[config.mk]
export PLATFORM = sky130hd
export DESIGN_NAME = sfseq_top
export DESIGN_NICKNAME = d
export VERILOG_FILES = /design/src/hw/sfseq_pkg.sv /design/src/hw/sfseq_persist.sv /design/src/hw/sfseq_sync.sv /design/src/hw/sfseq_top.sv
export VERILOG_INCLUDE_DIRS = /design/src /design/src/hw
export SDC_FILE = /design/constraint.sdc
export NUM_CORES = 1
export LEC_CHECK = 0
export BUFFER_PORTS_ARGS = -buffer_cell sky130_fd_sc_hd__buf_2
export CORE_ASPECT_RATIO = 0.5
export CORE_MARGIN = 10
export CORE_UTILIZATION = 61
export CTS_CLUSTER_SIZE = 24
export DETAILED_ROUTE_END_ITERATION = 8
export PLACE_DENSITY = 0.83
export RECOVER_POWER = 100
export SLEW_MARGIN = 25
export SYNTH_ARGS = -nofsm -noshare
export SYNTH_HDL_FRONTEND = slang
export SYNTH_SLANG_ARGS = --single-unit
[constraint.sdc]
create_clock -name core_clk -period 3.2 [get_ports core_clk]
set_input_delay 0.32 -clock core_clk [delete_from_list [all_inputs] [get_ports core_clk]]
set_output_delay 0.32 -clock core_clk [all_outputs]
set_load 0.02 [all_outputs]
[src/hw/sfseq_defines.svh]
// timing constants and cycle counts for the supply fault sequencer
`ifndef SFSEQ_DEFINES_SVH
`define SFSEQ_DEFINES_SVH
`define SFSEQ_CLK_MHZ 100
`define SFSEQ_SS_UP_US 1400
`define SFSEQ_SS_DN_US 2800
`define SFSEQ_TERM_RAMP_US 160
`define SFSEQ_UV_PERSIST_US 200
`define SFSEQ_TERM_PERSIST_US 5000
`define SFSEQ_SS_UP_CYC (`SFSEQ_SS_UP_US * `SFSEQ_CLK_MHZ)
`define SFSEQ_SS_DN_CYC (`SFSEQ_SS_DN_US * `SFSEQ_CLK_MHZ)
`define SFSEQ_TERM_RAMP_CYC (`SFSEQ_TERM_RAMP_US * `SFSEQ_CLK_MHZ)
`define SFSEQ_UV_PERSIST_CYC (`SFSEQ_UV_PERSIST_US * `SFSEQ_CLK_MHZ)
`define SFSEQ_TERM_PERSIST_CYC (`SFSEQ_TERM_PERSIST_US * `SFSEQ_CLK_MHZ)
`define SFSEQ_CNT_W 20
`define SFSEQ_RAMP_W 8
`define SFSEQ_RAMP_FULL 8'hFF
`define SFSEQ_RAMP_STEPS 255
`endif

[src/hw/sfseq_pkg.sv]
// types shared by the supply fault sequencer
package sfseq_pkg;
  typedef enum logic [2:0] {
    SFSEQ_OFF = 3'h0,
    SFSEQ_REF_WAIT = 3'h1,
    SFSEQ_SOFT_START = 3'h2,
    SFSEQ_RUN = 3'h3,
    SFSEQ_SOFT_STOP = 3'h4,
    SFSEQ_OV_LATCH = 3'h5,
    SFSEQ_HARD_OFF = 3'h6
  } sfseq_state_t;

  // synchronised analog comparator results and control pins
  typedef struct packed {
    logic supply_above_por;
    logic supply_above_uvlo;
    logic shutdown_n;
    logic overvolt_protect;
    logic standby_n;
    logic pulse_skip_n;
    logic smps_over;
    logic smps_under;
    logic term_in_window;
    logic thermal_fault;
    logic ref_valid;
  } sfseq_in_t;

  // drive-side outputs
  typedef struct packed {
    logic high_side_gate;
    logic low_side_gate;
    logic converter_enable;
    logic force_pulse_skip;
    logic forced_pwm;
    logic standby_active;
    logic term_enable;
    logic ref_enable;
    logic internal_ref_enable;
    logic discharge_enable;
  } sfseq_drv_t;
endpackage

[src/hw/sfseq_persist.sv]
// counts how long a condition holds; restarts whenever it clears
`include "sfseq_defines.svh"
module sfseq_persist #(
  parameter int LIMIT = 20000
) (
  // clock and reset
  input wire logic core_clk,
  input wire logic rst_n,
  // condition and verdict
  input wire logic cond,
  output logic expired
);
  typedef struct packed {
    logic [`SFSEQ_CNT_W-1:0] count;
    logic expired;
  } sfseq_persist_state_t;

  localparam logic [`SFSEQ_CNT_W-1:0] LIM = LIMIT[`SFSEQ_CNT_W-1:0];

  sfseq_persist_state_t st;
  sfseq_persist_state_t next_st;

  always_comb begin
    next_st = st;
    if (!cond) begin
      next_st.count = '0;
      next_st.expired = 1'b0;
    end else if (st.count < LIM) begin
      next_st.count = st.count + `SFSEQ_CNT_W'(1);
    end else begin
      next_st.expired = 1'b1;
    end
  end

  always_ff @(posedge core_clk) begin
    if (!rst_n) begin
      st <= '0;
    end else begin
      st <= next_st;
    end
  end

  assign expired = st.expired;
endmodule // sfseq_persist

[src/hw/sfseq_sync.sv]
// two-flop synchroniser for a vector of level inputs
module sfseq_sync #(
  parameter int WIDTH = 11
) (
  // clock and reset
  input wire logic core_clk,
  input wire logic rst_n,
  // data
  input wire logic [WIDTH-1:0] async_in,
  output logic [WIDTH-1:0] sync_out
);
  typedef struct packed {
    logic [WIDTH-1:0] meta;
    logic [WIDTH-1:0] stable;
  } sfseq_sync_state_t;

  sfseq_sync_state_t st;
  sfseq_sync_state_t next_st;

  always_comb begin
    next_st.meta = async_in;
    next_st.stable = st.meta;
  end

  always_ff @(posedge core_clk) begin
    if (!rst_n) begin
      st <= '0;
    end else begin
      st <= next_st;
    end
  end

  assign sync_out = st.stable;
endmodule // sfseq_sync

[src/hw/sfseq_top.sv]
// supply sequencing and fault supervision for a memory power controller
// Overview of operation
// - smps_ok_flag held low in shutdown, soft-start and soft-shutdown.
// - after soft-start, smps_ok_flag released only inside the 85-115% window.
// - converter fault drops both flags and latches off until toggle or supply loss.
// - overvoltage pulls smps_ok_flag low regardless of protection select.
// - term_ok_flag held low in standby, shutdown and soft-start.
// - term_ok_flag released only while termination rail within 10% window.
// - term_ok_flag low for 5ms latches off via soft-shutdown.
// - power-on reset clears latch and state, low gate low, discharge if protected.
// - no switching below lockout; above it converter enabled and soft-start begins.
// - lockout fall kills gates, flags and rails; discharge only if protected.
// - shutdown_n_input rising starts 1.4ms soft-start ramp from zero.
// - pulse-skip forced during startup; mode selects act only afterwards.
// - termination current limit ramps from zero, full at regulation or 160us.
// - reference rail enabled without soft-start ramp.
// - soft-shutdown on shutdown low, 200us undervoltage or 5ms term fault.
// - soft-shutdown ramps target to zero in 2.8ms, then low gate low.
// - protected: discharge stays on after shutdown until next rising shutdown_n_input.
// - protected overvoltage latches low gate high, high gate low, rails off, discharge.
// - unprotected overvoltage only pulls smps_ok_flag low, no latch.
// - fault soft-shutdown keeps high gate off; reference follows converter ramp.
// - thermal fault kills gates, flags, rails immediately without discharge.
// - lockout rise with shutdown high enables internal reference, waits for valid.
// - standby disables termination rail, keeps reference, overrides pulse-skip.
`include "sfseq_defines.svh"
module sfseq_top #(
  parameter int SS_UP_CYC = `SFSEQ_SS_UP_CYC,
  parameter int SS_DN_CYC = `SFSEQ_SS_DN_CYC,
  parameter int TERM_RAMP_CYC = `SFSEQ_TERM_RAMP_CYC,
  parameter int UV_PERSIST_CYC = `SFSEQ_UV_PERSIST_CYC,
  parameter int TERM_PERSIST_CYC = `SFSEQ_TERM_PERSIST_CYC
) (
  // clock and reset (reset stands for the supply power-on reset)
  input wire logic core_clk,
  input wire logic rst_n,
  // comparators and control pins, raw
  input wire sfseq_pkg::sfseq_in_t pins_in,
  // gate drive, rail and discharge controls
  output sfseq_pkg::sfseq_drv_t drive,
  // converter target ramp, 0 to full
  output logic [`SFSEQ_RAMP_W-1:0] target_level,
  // termination current limit ramp, 0 to full
  output logic [`SFSEQ_RAMP_W-1:0] term_limit_level,
  // open-drain power-good flags: pulled low while oe high
  output logic smps_ok_flag_out,
  output logic smps_ok_flag_oe,
  output logic term_ok_flag_out,
  output logic term_ok_flag_oe,
  // latched fault indication
  output logic fault_latched
);
  typedef struct packed {
    sfseq_pkg::sfseq_state_t fsm;
    logic [`SFSEQ_CNT_W-1:0] tmr;
    logic [`SFSEQ_CNT_W-1:0] term_tmr;
    logic [`SFSEQ_RAMP_W-1:0] target;
    logic [`SFSEQ_RAMP_W-1:0] term_lim;
    logic latch;
    logic fault_stop;
    logic shutdown_n_input_prev;
    logic uvlo_prev;
    logic por_prev;
    logic discharge;
    logic smps_low;
    logic term_low;
    sfseq_pkg::sfseq_drv_t drv;
  } sfseq_top_state_t;

  localparam logic [`SFSEQ_CNT_W-1:0] UP_STEP = `SFSEQ_CNT_W'(SS_UP_CYC / `SFSEQ_RAMP_STEPS);
  localparam logic [`SFSEQ_CNT_W-1:0] DN_STEP = `SFSEQ_CNT_W'(SS_DN_CYC / `SFSEQ_RAMP_STEPS);
  localparam logic [`SFSEQ_CNT_W-1:0] TR_STEP = `SFSEQ_CNT_W'(TERM_RAMP_CYC / `SFSEQ_RAMP_STEPS);

  sfseq_pkg::sfseq_in_t in;
  sfseq_top_state_t st;
  sfseq_top_state_t next_st;
  logic uv_expired;
  logic term_expired;

  // raw comparators are asynchronous to core_clk
  sfseq_sync #(.WIDTH($bits(sfseq_pkg::sfseq_in_t))) u_sync (
    .core_clk(core_clk),
    .rst_n(rst_n),
    .async_in(pins_in),
    .sync_out(in)
  );

  sfseq_persist #(.LIMIT(UV_PERSIST_CYC)) u_uv_persist (
    .core_clk(core_clk),
    .rst_n(rst_n),
    .cond(in.smps_under && st.fsm == sfseq_pkg::SFSEQ_RUN),
    .expired(uv_expired)
  );

  sfseq_persist #(.LIMIT(TERM_PERSIST_CYC)) u_term_persist (
    .core_clk(core_clk),
    .rst_n(rst_n),
    .cond(st.term_low && st.fsm == sfseq_pkg::SFSEQ_RUN),
    .expired(term_expired)
  );

  // advance a ramp counter by one step every step_cyc cycles
  function automatic logic step_due(input logic [`SFSEQ_CNT_W-1:0] t, input logic [`SFSEQ_CNT_W-1:0] step);
    step_due = (t + `SFSEQ_CNT_W'(1) >= step);
  endfunction

  always_comb begin
    next_st = st;
    next_st.shutdown_n_input_prev = in.shutdown_n;
    next_st.uvlo_prev = in.supply_above_uvlo;
    next_st.por_prev = in.supply_above_por;
    next_st.drv.internal_ref_enable = 1'b0;
    next_st.drv.force_pulse_skip = 1'b0;
    next_st.drv.forced_pwm = 1'b0;
    next_st.drv.standby_active = 1'b0;

    // latch clears on shutdown_n toggle, before any new fault is judged
    if (in.shutdown_n && !st.shutdown_n_input_prev) begin
      next_st.latch = 1'b0;
      next_st.discharge = 1'b0;
    end
    // supply coming up wins over a toggle seen in the same cycle
    if (in.supply_above_por && !st.por_prev) begin
      next_st.discharge = in.overvolt_protect;
    end

    case (st.fsm)
      sfseq_pkg::SFSEQ_OFF: begin
        next_st.target = '0;
        next_st.drv = '0;
        next_st.drv.discharge_enable = st.discharge;
        if (in.supply_above_uvlo && in.shutdown_n && !next_st.latch) begin
          next_st.fsm = sfseq_pkg::SFSEQ_REF_WAIT;
        end
      end
      sfseq_pkg::SFSEQ_REF_WAIT: begin
        next_st.drv.internal_ref_enable = 1'b1;
        next_st.drv.low_side_gate = 1'b0;
        next_st.drv.discharge_enable = 1'b0;
        if (in.ref_valid) begin
          next_st.fsm = sfseq_pkg::SFSEQ_SOFT_START;
          next_st.tmr = '0;
          next_st.term_lim = '0;
          next_st.term_tmr = '0;
        end
      end
      sfseq_pkg::SFSEQ_SOFT_START: begin
        next_st.drv.internal_ref_enable = 1'b1;
        next_st.drv.converter_enable = 1'b1;
        next_st.drv.high_side_gate = 1'b1;
        next_st.drv.low_side_gate = 1'b1;
        next_st.drv.force_pulse_skip = 1'b1;
        next_st.drv.ref_enable = 1'b1;
        next_st.tmr = st.tmr + `SFSEQ_CNT_W'(1);
        if (step_due(st.tmr, UP_STEP)) begin
          next_st.tmr = '0;
          if (st.target == `SFSEQ_RAMP_FULL) begin
            next_st.fsm = sfseq_pkg::SFSEQ_RUN;
          end else begin
            next_st.target = st.target + `SFSEQ_RAMP_W'(1);
          end
        end
      end
      sfseq_pkg::SFSEQ_RUN: begin
        next_st.drv.internal_ref_enable = 1'b1;
        next_st.drv.force_pulse_skip = !in.standby_n || in.pulse_skip_n;
        next_st.drv.forced_pwm = in.standby_n && !in.pulse_skip_n;
        next_st.drv.standby_active = !in.standby_n;
        next_st.drv.term_enable = in.standby_n;
        next_st.drv.ref_enable = 1'b1;
        if (!in.standby_n) begin
          next_st.term_lim = '0;
          next_st.term_tmr = '0;
        end else if (in.term_in_window) begin
          next_st.term_lim = `SFSEQ_RAMP_FULL;
        end else if (st.term_lim != `SFSEQ_RAMP_FULL) begin
          next_st.term_tmr = st.term_tmr + `SFSEQ_CNT_W'(1);
          if (step_due(st.term_tmr, TR_STEP)) begin
            next_st.term_tmr = '0;
            next_st.term_lim = st.term_lim + `SFSEQ_RAMP_W'(1);
          end
        end
        if (in.smps_over && in.overvolt_protect) begin
          next_st.fsm = sfseq_pkg::SFSEQ_OV_LATCH;
          next_st.latch = 1'b1;
          next_st.drv = '0;
          next_st.drv.low_side_gate = 1'b1;
          next_st.drv.discharge_enable = 1'b1;
        end else if (!in.shutdown_n || uv_expired || term_expired) begin
          next_st.fsm = sfseq_pkg::SFSEQ_SOFT_STOP;
          next_st.fault_stop = uv_expired || term_expired;
          next_st.latch = st.latch || uv_expired || term_expired;
          next_st.tmr = '0;
        end
      end
      sfseq_pkg::SFSEQ_SOFT_STOP: begin
        next_st.drv.forced_pwm = 1'b1;
        next_st.drv.term_enable = 1'b0;
        next_st.drv.ref_enable = 1'b1;
        next_st.drv.high_side_gate = !st.fault_stop;
        next_st.tmr = st.tmr + `SFSEQ_CNT_W'(1);
        if (step_due(st.tmr, DN_STEP)) begin
          next_st.tmr = '0;
          if (st.target == '0) begin
            next_st.fsm = sfseq_pkg::SFSEQ_OFF;
            next_st.drv = '0;
            next_st.discharge = in.overvolt_protect;
            next_st.fault_stop = 1'b0;
          end else begin
            next_st.target = st.target - `SFSEQ_RAMP_W'(1);
          end
        end
      end
      sfseq_pkg::SFSEQ_OV_LATCH: begin
        next_st.drv = '0;
        next_st.drv.low_side_gate = 1'b1;
        next_st.drv.discharge_enable = 1'b1;
        next_st.discharge = 1'b1;
        if (!next_st.latch) begin
          next_st.fsm = sfseq_pkg::SFSEQ_OFF;
        end
      end
      sfseq_pkg::SFSEQ_HARD_OFF: begin
        next_st.drv = '0;
        next_st.drv.discharge_enable = st.discharge;
        next_st.target = '0;
        if (!next_st.latch || in.supply_above_uvlo) begin
          next_st.fsm = sfseq_pkg::SFSEQ_OFF;
        end
      end
      default: begin
        next_st.fsm = sfseq_pkg::SFSEQ_OFF;
      end
    endcase

    // immediate kills take priority over any sequence step
    if (in.thermal_fault && st.fsm != sfseq_pkg::SFSEQ_OFF) begin
      next_st.fsm = sfseq_pkg::SFSEQ_HARD_OFF;
      next_st.latch = 1'b1;
      next_st.drv = '0;
      next_st.discharge = 1'b0;
    end
    if (!in.supply_above_uvlo && st.uvlo_prev) begin
      next_st.fsm = sfseq_pkg::SFSEQ_HARD_OFF;
      next_st.drv = '0;
      next_st.drv.discharge_enable = in.overvolt_protect;
      next_st.discharge = in.overvolt_protect;
    end

    // window comparators feed the flags; overvoltage always pulls smps low
    next_st.smps_low = (next_st.fsm != sfseq_pkg::SFSEQ_RUN) || in.smps_over || in.smps_under
                       || next_st.latch;
    next_st.term_low = (next_st.fsm != sfseq_pkg::SFSEQ_RUN) || !in.standby_n
                       || !in.term_in_window || next_st.latch;
  end

  always_ff @(posedge core_clk) begin
    if (!rst_n) begin
      st <= '0;
      st.fsm <= sfseq_pkg::SFSEQ_OFF;
      st.smps_low <= 1'b1;
      st.term_low <= 1'b1;
    end else begin
      st <= next_st;
    end
  end

  // protection select is unknown under reset; discharge follows it at release
  always_comb begin
    drive = st.drv;
    if (!rst_n) begin
      drive = '0;
    end
  end

  assign target_level = st.target;
  assign term_limit_level = st.term_lim;
  assign smps_ok_flag_out = 1'b0;
  assign smps_ok_flag_oe = st.smps_low;
  assign term_ok_flag_out = 1'b0;
  assign term_ok_flag_oe = st.term_low;
  assign fault_latched = st.latch;
endmodule // sfseq_top

-- Word level (Yosys, flattened, before mapping)
Cells that the tools add are included.
- add/sub/neg operators: 7
- $lt $le $gt $ge: 5
- equality and inequality tests: 25
- mux-type cells: 60
- bitwise operators: 1
- reduce and logical (&&, ||, !) cells: 60
- operator list (operator ; number):
    $mux 20 ; 5
    $add 20x1->20 const B ; 4
    $pmux 20 s4 ; 1
    $mux 8 ; 9
    $mux 23 ; 3
    $mux 43 ; 1
    $mux 10 ; 4
    $pmux 20 s2 ; 1
    $mux 3 ; 8
    $pmux 8 s3 ; 1
    $reduce_and 4->1 ; 6
    $pmux 3 s7 ; 1
    $ge 20x10->1 const B ; 1
    $ge 20x11->1 const B ; 1
    $ge 20x6->1 const B ; 1
    $lt 20x15->1 const B ; 1
    $lt 20x19->1 const B ; 1
    $add 8x1->8 const B ; 2
    $ne 4x4->1 const B ; 4
    $pmux 8 s2 ; 1
    $mux 1 ; 15
    $logic_or 1x1->1 ; 13
    $ne 2x2->1 const B ; 6
    $pmux 1 s4 ; 3
    29 further kinds ; 65
- register bits: 141
- input port bits: 13
- output and inout port bits: 31
- word-level logic and storage cells: 187

-- Longest topological paths before layout
- word-level depth: 13
- depth in mapped cells: 12
- gate-level depth less buffers: 12

-- Hierarchy
Synthesis repeated with hierarchy kept, for this count alone.
- cells, all modules: 864
- area total of the unflattened synthesis: 7454.6 um^2
- modules (own cells, without submodules) (module ; instances ; cells an instance ; area each (um^2) ; seq. area each (um^2)):
    sfseq_top ; 1 ; 606 ; 4823.4 ; 1541.5
    sfseq_persist at u_term_persist ; 1 ; 118 ; 1061.0 ; 420.4
    sfseq_persist at u_uv_persist ; 1 ; 94 ; 949.7 ; 420.4
    sfseq_sync ; 1 ; 46 ; 620.6 ; 440.4

-- Worst setup path before layout
Ideal clock, no wire load.
- path kind: reg2reg
- from: register st[76] (netlist name)
- to: register st (netlist bit target_level[7])
- setup time: 0.074 ns
- arrival: 2.762 ns
- data required time: 3.126 ns
- setup slack: 0.364 ns
- stages on the path, launching flop included: 13
- buffers on the path: 1
- period minus slack after synthesis: 2.836 ns
- cell sequence: dfxtp_1 > clkbuf_1 > nand2_1 > inv_1 > ha_1 > a21o_1 > a211oi_1 > o21bai_1 > a21o_1 > a21oi_1 > xnor2_1 > or4_1 > a31oi_1
- word-level cells in the longest chain between the ends: 4
- elaborated cells between the ends (all ways): 12
- those cells by class: 7 x eq/ne; 1 x mux; 4 x reduce/logical
- ends and longest elaborated chain (element ; RTL line ; text):
    start, declared ; sfseq_top.sv:75 ; sfseq_top_state_t st;
    start signal, assigned ; sfseq_top.sv:264 ; st <= next_st;
    $eq 3x3->1 / $logic_not 3->1 (equally long branches) ; sfseq_top.sv:127 ; case (st.fsm)
    $reduce_or 2->1 (no line) ; n/a ;
    $reduce_bool 3->1 (no line) ; n/a ;
    $reduce_and 5->1 (no line) ; n/a ;
Several ways; a longest one is shown, not always the timed one.
A chain may end at the register's enable or synchronous reset.

-- Worst setup path in the final report
- from: register st[54] (netlist name)
- to: register st (netlist bit target_level[7])
- word-level cells in the longest chain between the ends: 4
- elaborated cells between the ends (all ways): 6
- those cells by class: 1 x add/sub; 2 x order compare; 2 x eq/ne; 1 x reduce/logical
- ends and longest elaborated chain (element ; RTL line ; text):
    $add 20x1->20 * ; sfseq_top.sv:104 ; step_due = (t + `SFSEQ_CNT_W'(1) >= step);
    $ge 20x11->1 / $ge 20x10->1 (equally long branches) ; sfseq_top.sv:104 ;
    $ne 2x2->1 (no line) ; n/a ;
    $reduce_and 5->1 (no line) * ; n/a ;
Mark *: on every way between the ends. The rest lies on a longest branch, timed or not.

==> summary.txt <==
Clock tree
  • Clk buf depth: 2
  • CTS H-tree lvls: 4
  • Clock buffer count from CTS: 17
  • Clock sink count: 141
  • CTS tree: yes
  • Clk Latency, worst-skew pair: 0.43 ns
  • Clock transition at the registers of the reported paths: 0.07 ns
  • CTS Hold Bufs: 0
  • Clk root buf: clkbuf_16
  • Post-CTS resize count: 0
  • Post-CTS setup buffers: 0

Synthesis
  • Post-synth EDFFs: 0
  • Async S/R FF share, synth: 0%
  • Post-synth top area cell: dfxtp_1
  • #FFs+latches synth: 141
  • Synth Warn #: 0
  • Top cells by area, synth: dfxtp_1 40%, nor2_1 4.3%, xor2_1 4.0%
  • Gate Count Post-Synth: 826
  • Synth cell types: 71
  • Mapped cell area: 6980 sq um
  • Top-area cell type share of the netlist area: 40.5%
  • Mean area per synthesized cell: roughly 8.4 sq um
  • Synth Flop Type: dfxtp_1
  • Sequential-to-total area share from yosys stat: 40.5%

Placed design
  • HPWL after DPL: 10800 um
  • IO Port Bufs: 41
  • Final GP Congestion: 0.928
  • Placed insts: 977

STA
  • TNS Setup: 0 ns
  • Slew HR: -38.4%
  • Fin. Hold Viols: 0
  • Max Transition Viols Final: between 50 and 60
  • Final period utilization: 93.7%
  • Clock Skew: 0.0139 ns
  • Finish-stage setup viols: 0
  • Min Tclk post-route: about 3 ns
  • Max Fclk: 334 MHz
  • Worst Hold Margin: 0.106 ns
  • Actual slew at the worst max-slew pin: 2.08 ns
  • Setup repair after global routing missed its margin: false

Worst setup path
  • Critical path class: register to register
  • Worst Setup SP: st[54]
  • FF-to-FF Start: st[54]
  • R2R depth: 9
  • Slowest cell on the critical path: or4_1
  • Crit. End Element: register
  • Critical path peak fanout: 10
  • Crit start category: register
  • Crit Reg-Reg Endpoint: target_level[7]
  • Worst EP required: 3.55 ns
  • Worst setup path endpoint: target_level[7]
  • CP bufs+invs: 1
  • Worst path arrival time: between 3 and 4 ns
  • Kind of cell adding the most delay to the critical path: simple AND/OR/NAND/NOR gates
  • Crit path cell chain: ha_1 > nand4_1 > buf_4 > nor4_1 > nor2_1 > o21ai_0 > a21oi_4 > or4_1 > a31oi_1
  • CP Depth: 9
  • Reg2Reg Setup Slack: 0.20 ns
  • CP peak stage delay: 0.57 ns

Floorplanning
  • Area of the core: 11100 sq um
  • Die Width: ~170 um
  • Initial Util: a little over three fifths
  • Die Height: 95.6 um
  • Row count: 27
  • Die ar.: 16400 sq um
  • Boundary Pins: 44

Global route
  • GRT Resource Usage Total: between 10% and 20%
  • First-pass GRT wire length: approximately 27000 um
  • Initial antenna violation count: 0
  • Grt ovf: 0
  • Vias in the first global route: 5654
  • Pin count of the biggest net entering global routing: 59

Drt
  • DRT Pass-1 Iters: 6
  • Wire per inst: roughly 16 um
  • Post-Route WL: 16100 um
  • Initial drt markers: 441
  • Avg Vias per Cell: 6.02
  • Residual DRC: 0
  • Final antenna-violating net count: 0
  • Vias: 6070

Run status
  • Failing checks: capacitance limit, slew limit
  • Status: complete, but fails checks

Pwr
  • Static leakage: 3.04 nW
  • Power Dens Cells: 507 nW/um^2
  • Total power draw: 0.00392 W
  • Max IR drop VDD: 325 uV

Worst hold path
  • Hold WC Path Type: input port to register
  • Hold Crit Depth: 2

Finish
  • Seq. cell area: 2820 sq um
  • Fraction of layout cells with a size suffix above 1: under 10%
  • Fin util: 69.8%
  • Antenna cells: 0
  • Multi-input logic area: 3750 sq um
  • Area grow syn2layout: 10.9%
  • Fin cells: 1009
  • Nets: ~880
  • Fill cells: between 800 and 900

Job
  • Max Cap Viol: 1
-- per-stage QoR --
step,worst slack [ns],cell area [sq um]
2_1_floorplan,0.364,6980
3_3_place_gp,0.512,7230
3_5_place_dp,0.300,7230
4_1_cts,0.263,7810
5_1_grt,0.00677,7740
6_report,0.203,7740
-- logic make-up (layout without fill, tap and decap cells) --
logic type,Yosys count,count (layout),synth area share [%]
compound gates,159,159,15.6
xor+xnor,52,52,6.53
fa+ha+maj,17,17,3.26
buf+inv,82,119,5.47
flops,141,141,40.5
mux,9,9,1.29
other cells,1,2,0.0538
simple gates,365,365,27.4
-- registers in the layout, indices dropped and copies added (netlist names), 8 cells and up --
name and cells:
st 58, u_term_persist.st 20, u_uv_persist.st 20, u_sync.next_st 11, u_sync.sync_out 11, target_level 8
term_limit_level 8
-- cell usage in the layout, fill, tap and decap left out, types with 30 or more instances in the layout --
cell,Yosys,routed
dfxtp_1,141,141
nor2_1,80,80
nand2_1,73,73
and3_1,43,43
nand3_1,38,38
xor2_1,32,32
a21oi_1,32,32
o21ai_0,31,32
clkbuf_1,27,31
inv_1,30,30
-- Yosys cell counts, types with 9 or more instances --
library cell,number
ha_1,15
nor4_1,9
xnor2_1,20
mux2i_1,9
nand3_1,38
a31oi_1,16
and2_1,40
o21ai_0,31
nor2_1,80
nand2_1,73
and3_1,43
buf_4,18
a211oi_1,9
nand4_1,19
xor2_1,32
dfxtp_1,141
a21oi_1,32
inv_1,30
clkbuf_1,27
nor3_1,20
-- report_power, final --
group | switching (W) | internal, W
Sequential | 0.0000201 | 0.00178
Clock | 0.000801 | 0.00113
Combinational | 0.000127 | 0.0000692
Total | 0.000948 | 0.00298
-- metal layers --
metal	routed length (um)	vias up	share of wire (%)	track usage [%]
met5	0	-	0	0
met4	237	0	1.5	6.33
met3	1040	28	6.4	4.86
met2	7720	223	48	33.2
met1	7130	2830	44	24.7
li1	-	2989	-	-
-- how the worst min path moves through the flow --
stage / startpoint / end / slack, ns
finish: pins_in[5] / u_sync.next_st[5] / 0.11
global route: pins_in[5] / u_sync.next_st[5] / 0.1
CTS: pins_in[4] / u_sync.next_st[4] / 0.1
detailed placement: u_sync.next_st[10] / u_sync.sync_out[10] / 0.42
global placement: u_sync.next_st[10] / u_sync.sync_out[10] / 0.41
floorplan: u_sync.next_st[0] / u_sync.sync_out[0] / 0.41
-- worst register-to-register path: stages (launching register included) --
cell     delay (ns)
dfxtp_1        0.51
ha_1           0.23
nand4_1        0.19
buf_4          0.23
nor4_1         0.40
nor2_1         0.14
o21ai_0        0.33
a21oi_4        0.16
or4_1          0.57
a31oi_1        0.17
-- cell type report --
cell class	count	share of cell area [%]
inverter	30	1.46
clock buffer	19	5.85
multi-input combinational	604	48.4
sequential	141	36.5
clock inverter	13	1.68
tap	145	2.34
timing repair buffer	57	3.74
Note: power is estimated with default switching activity, not from simulation.
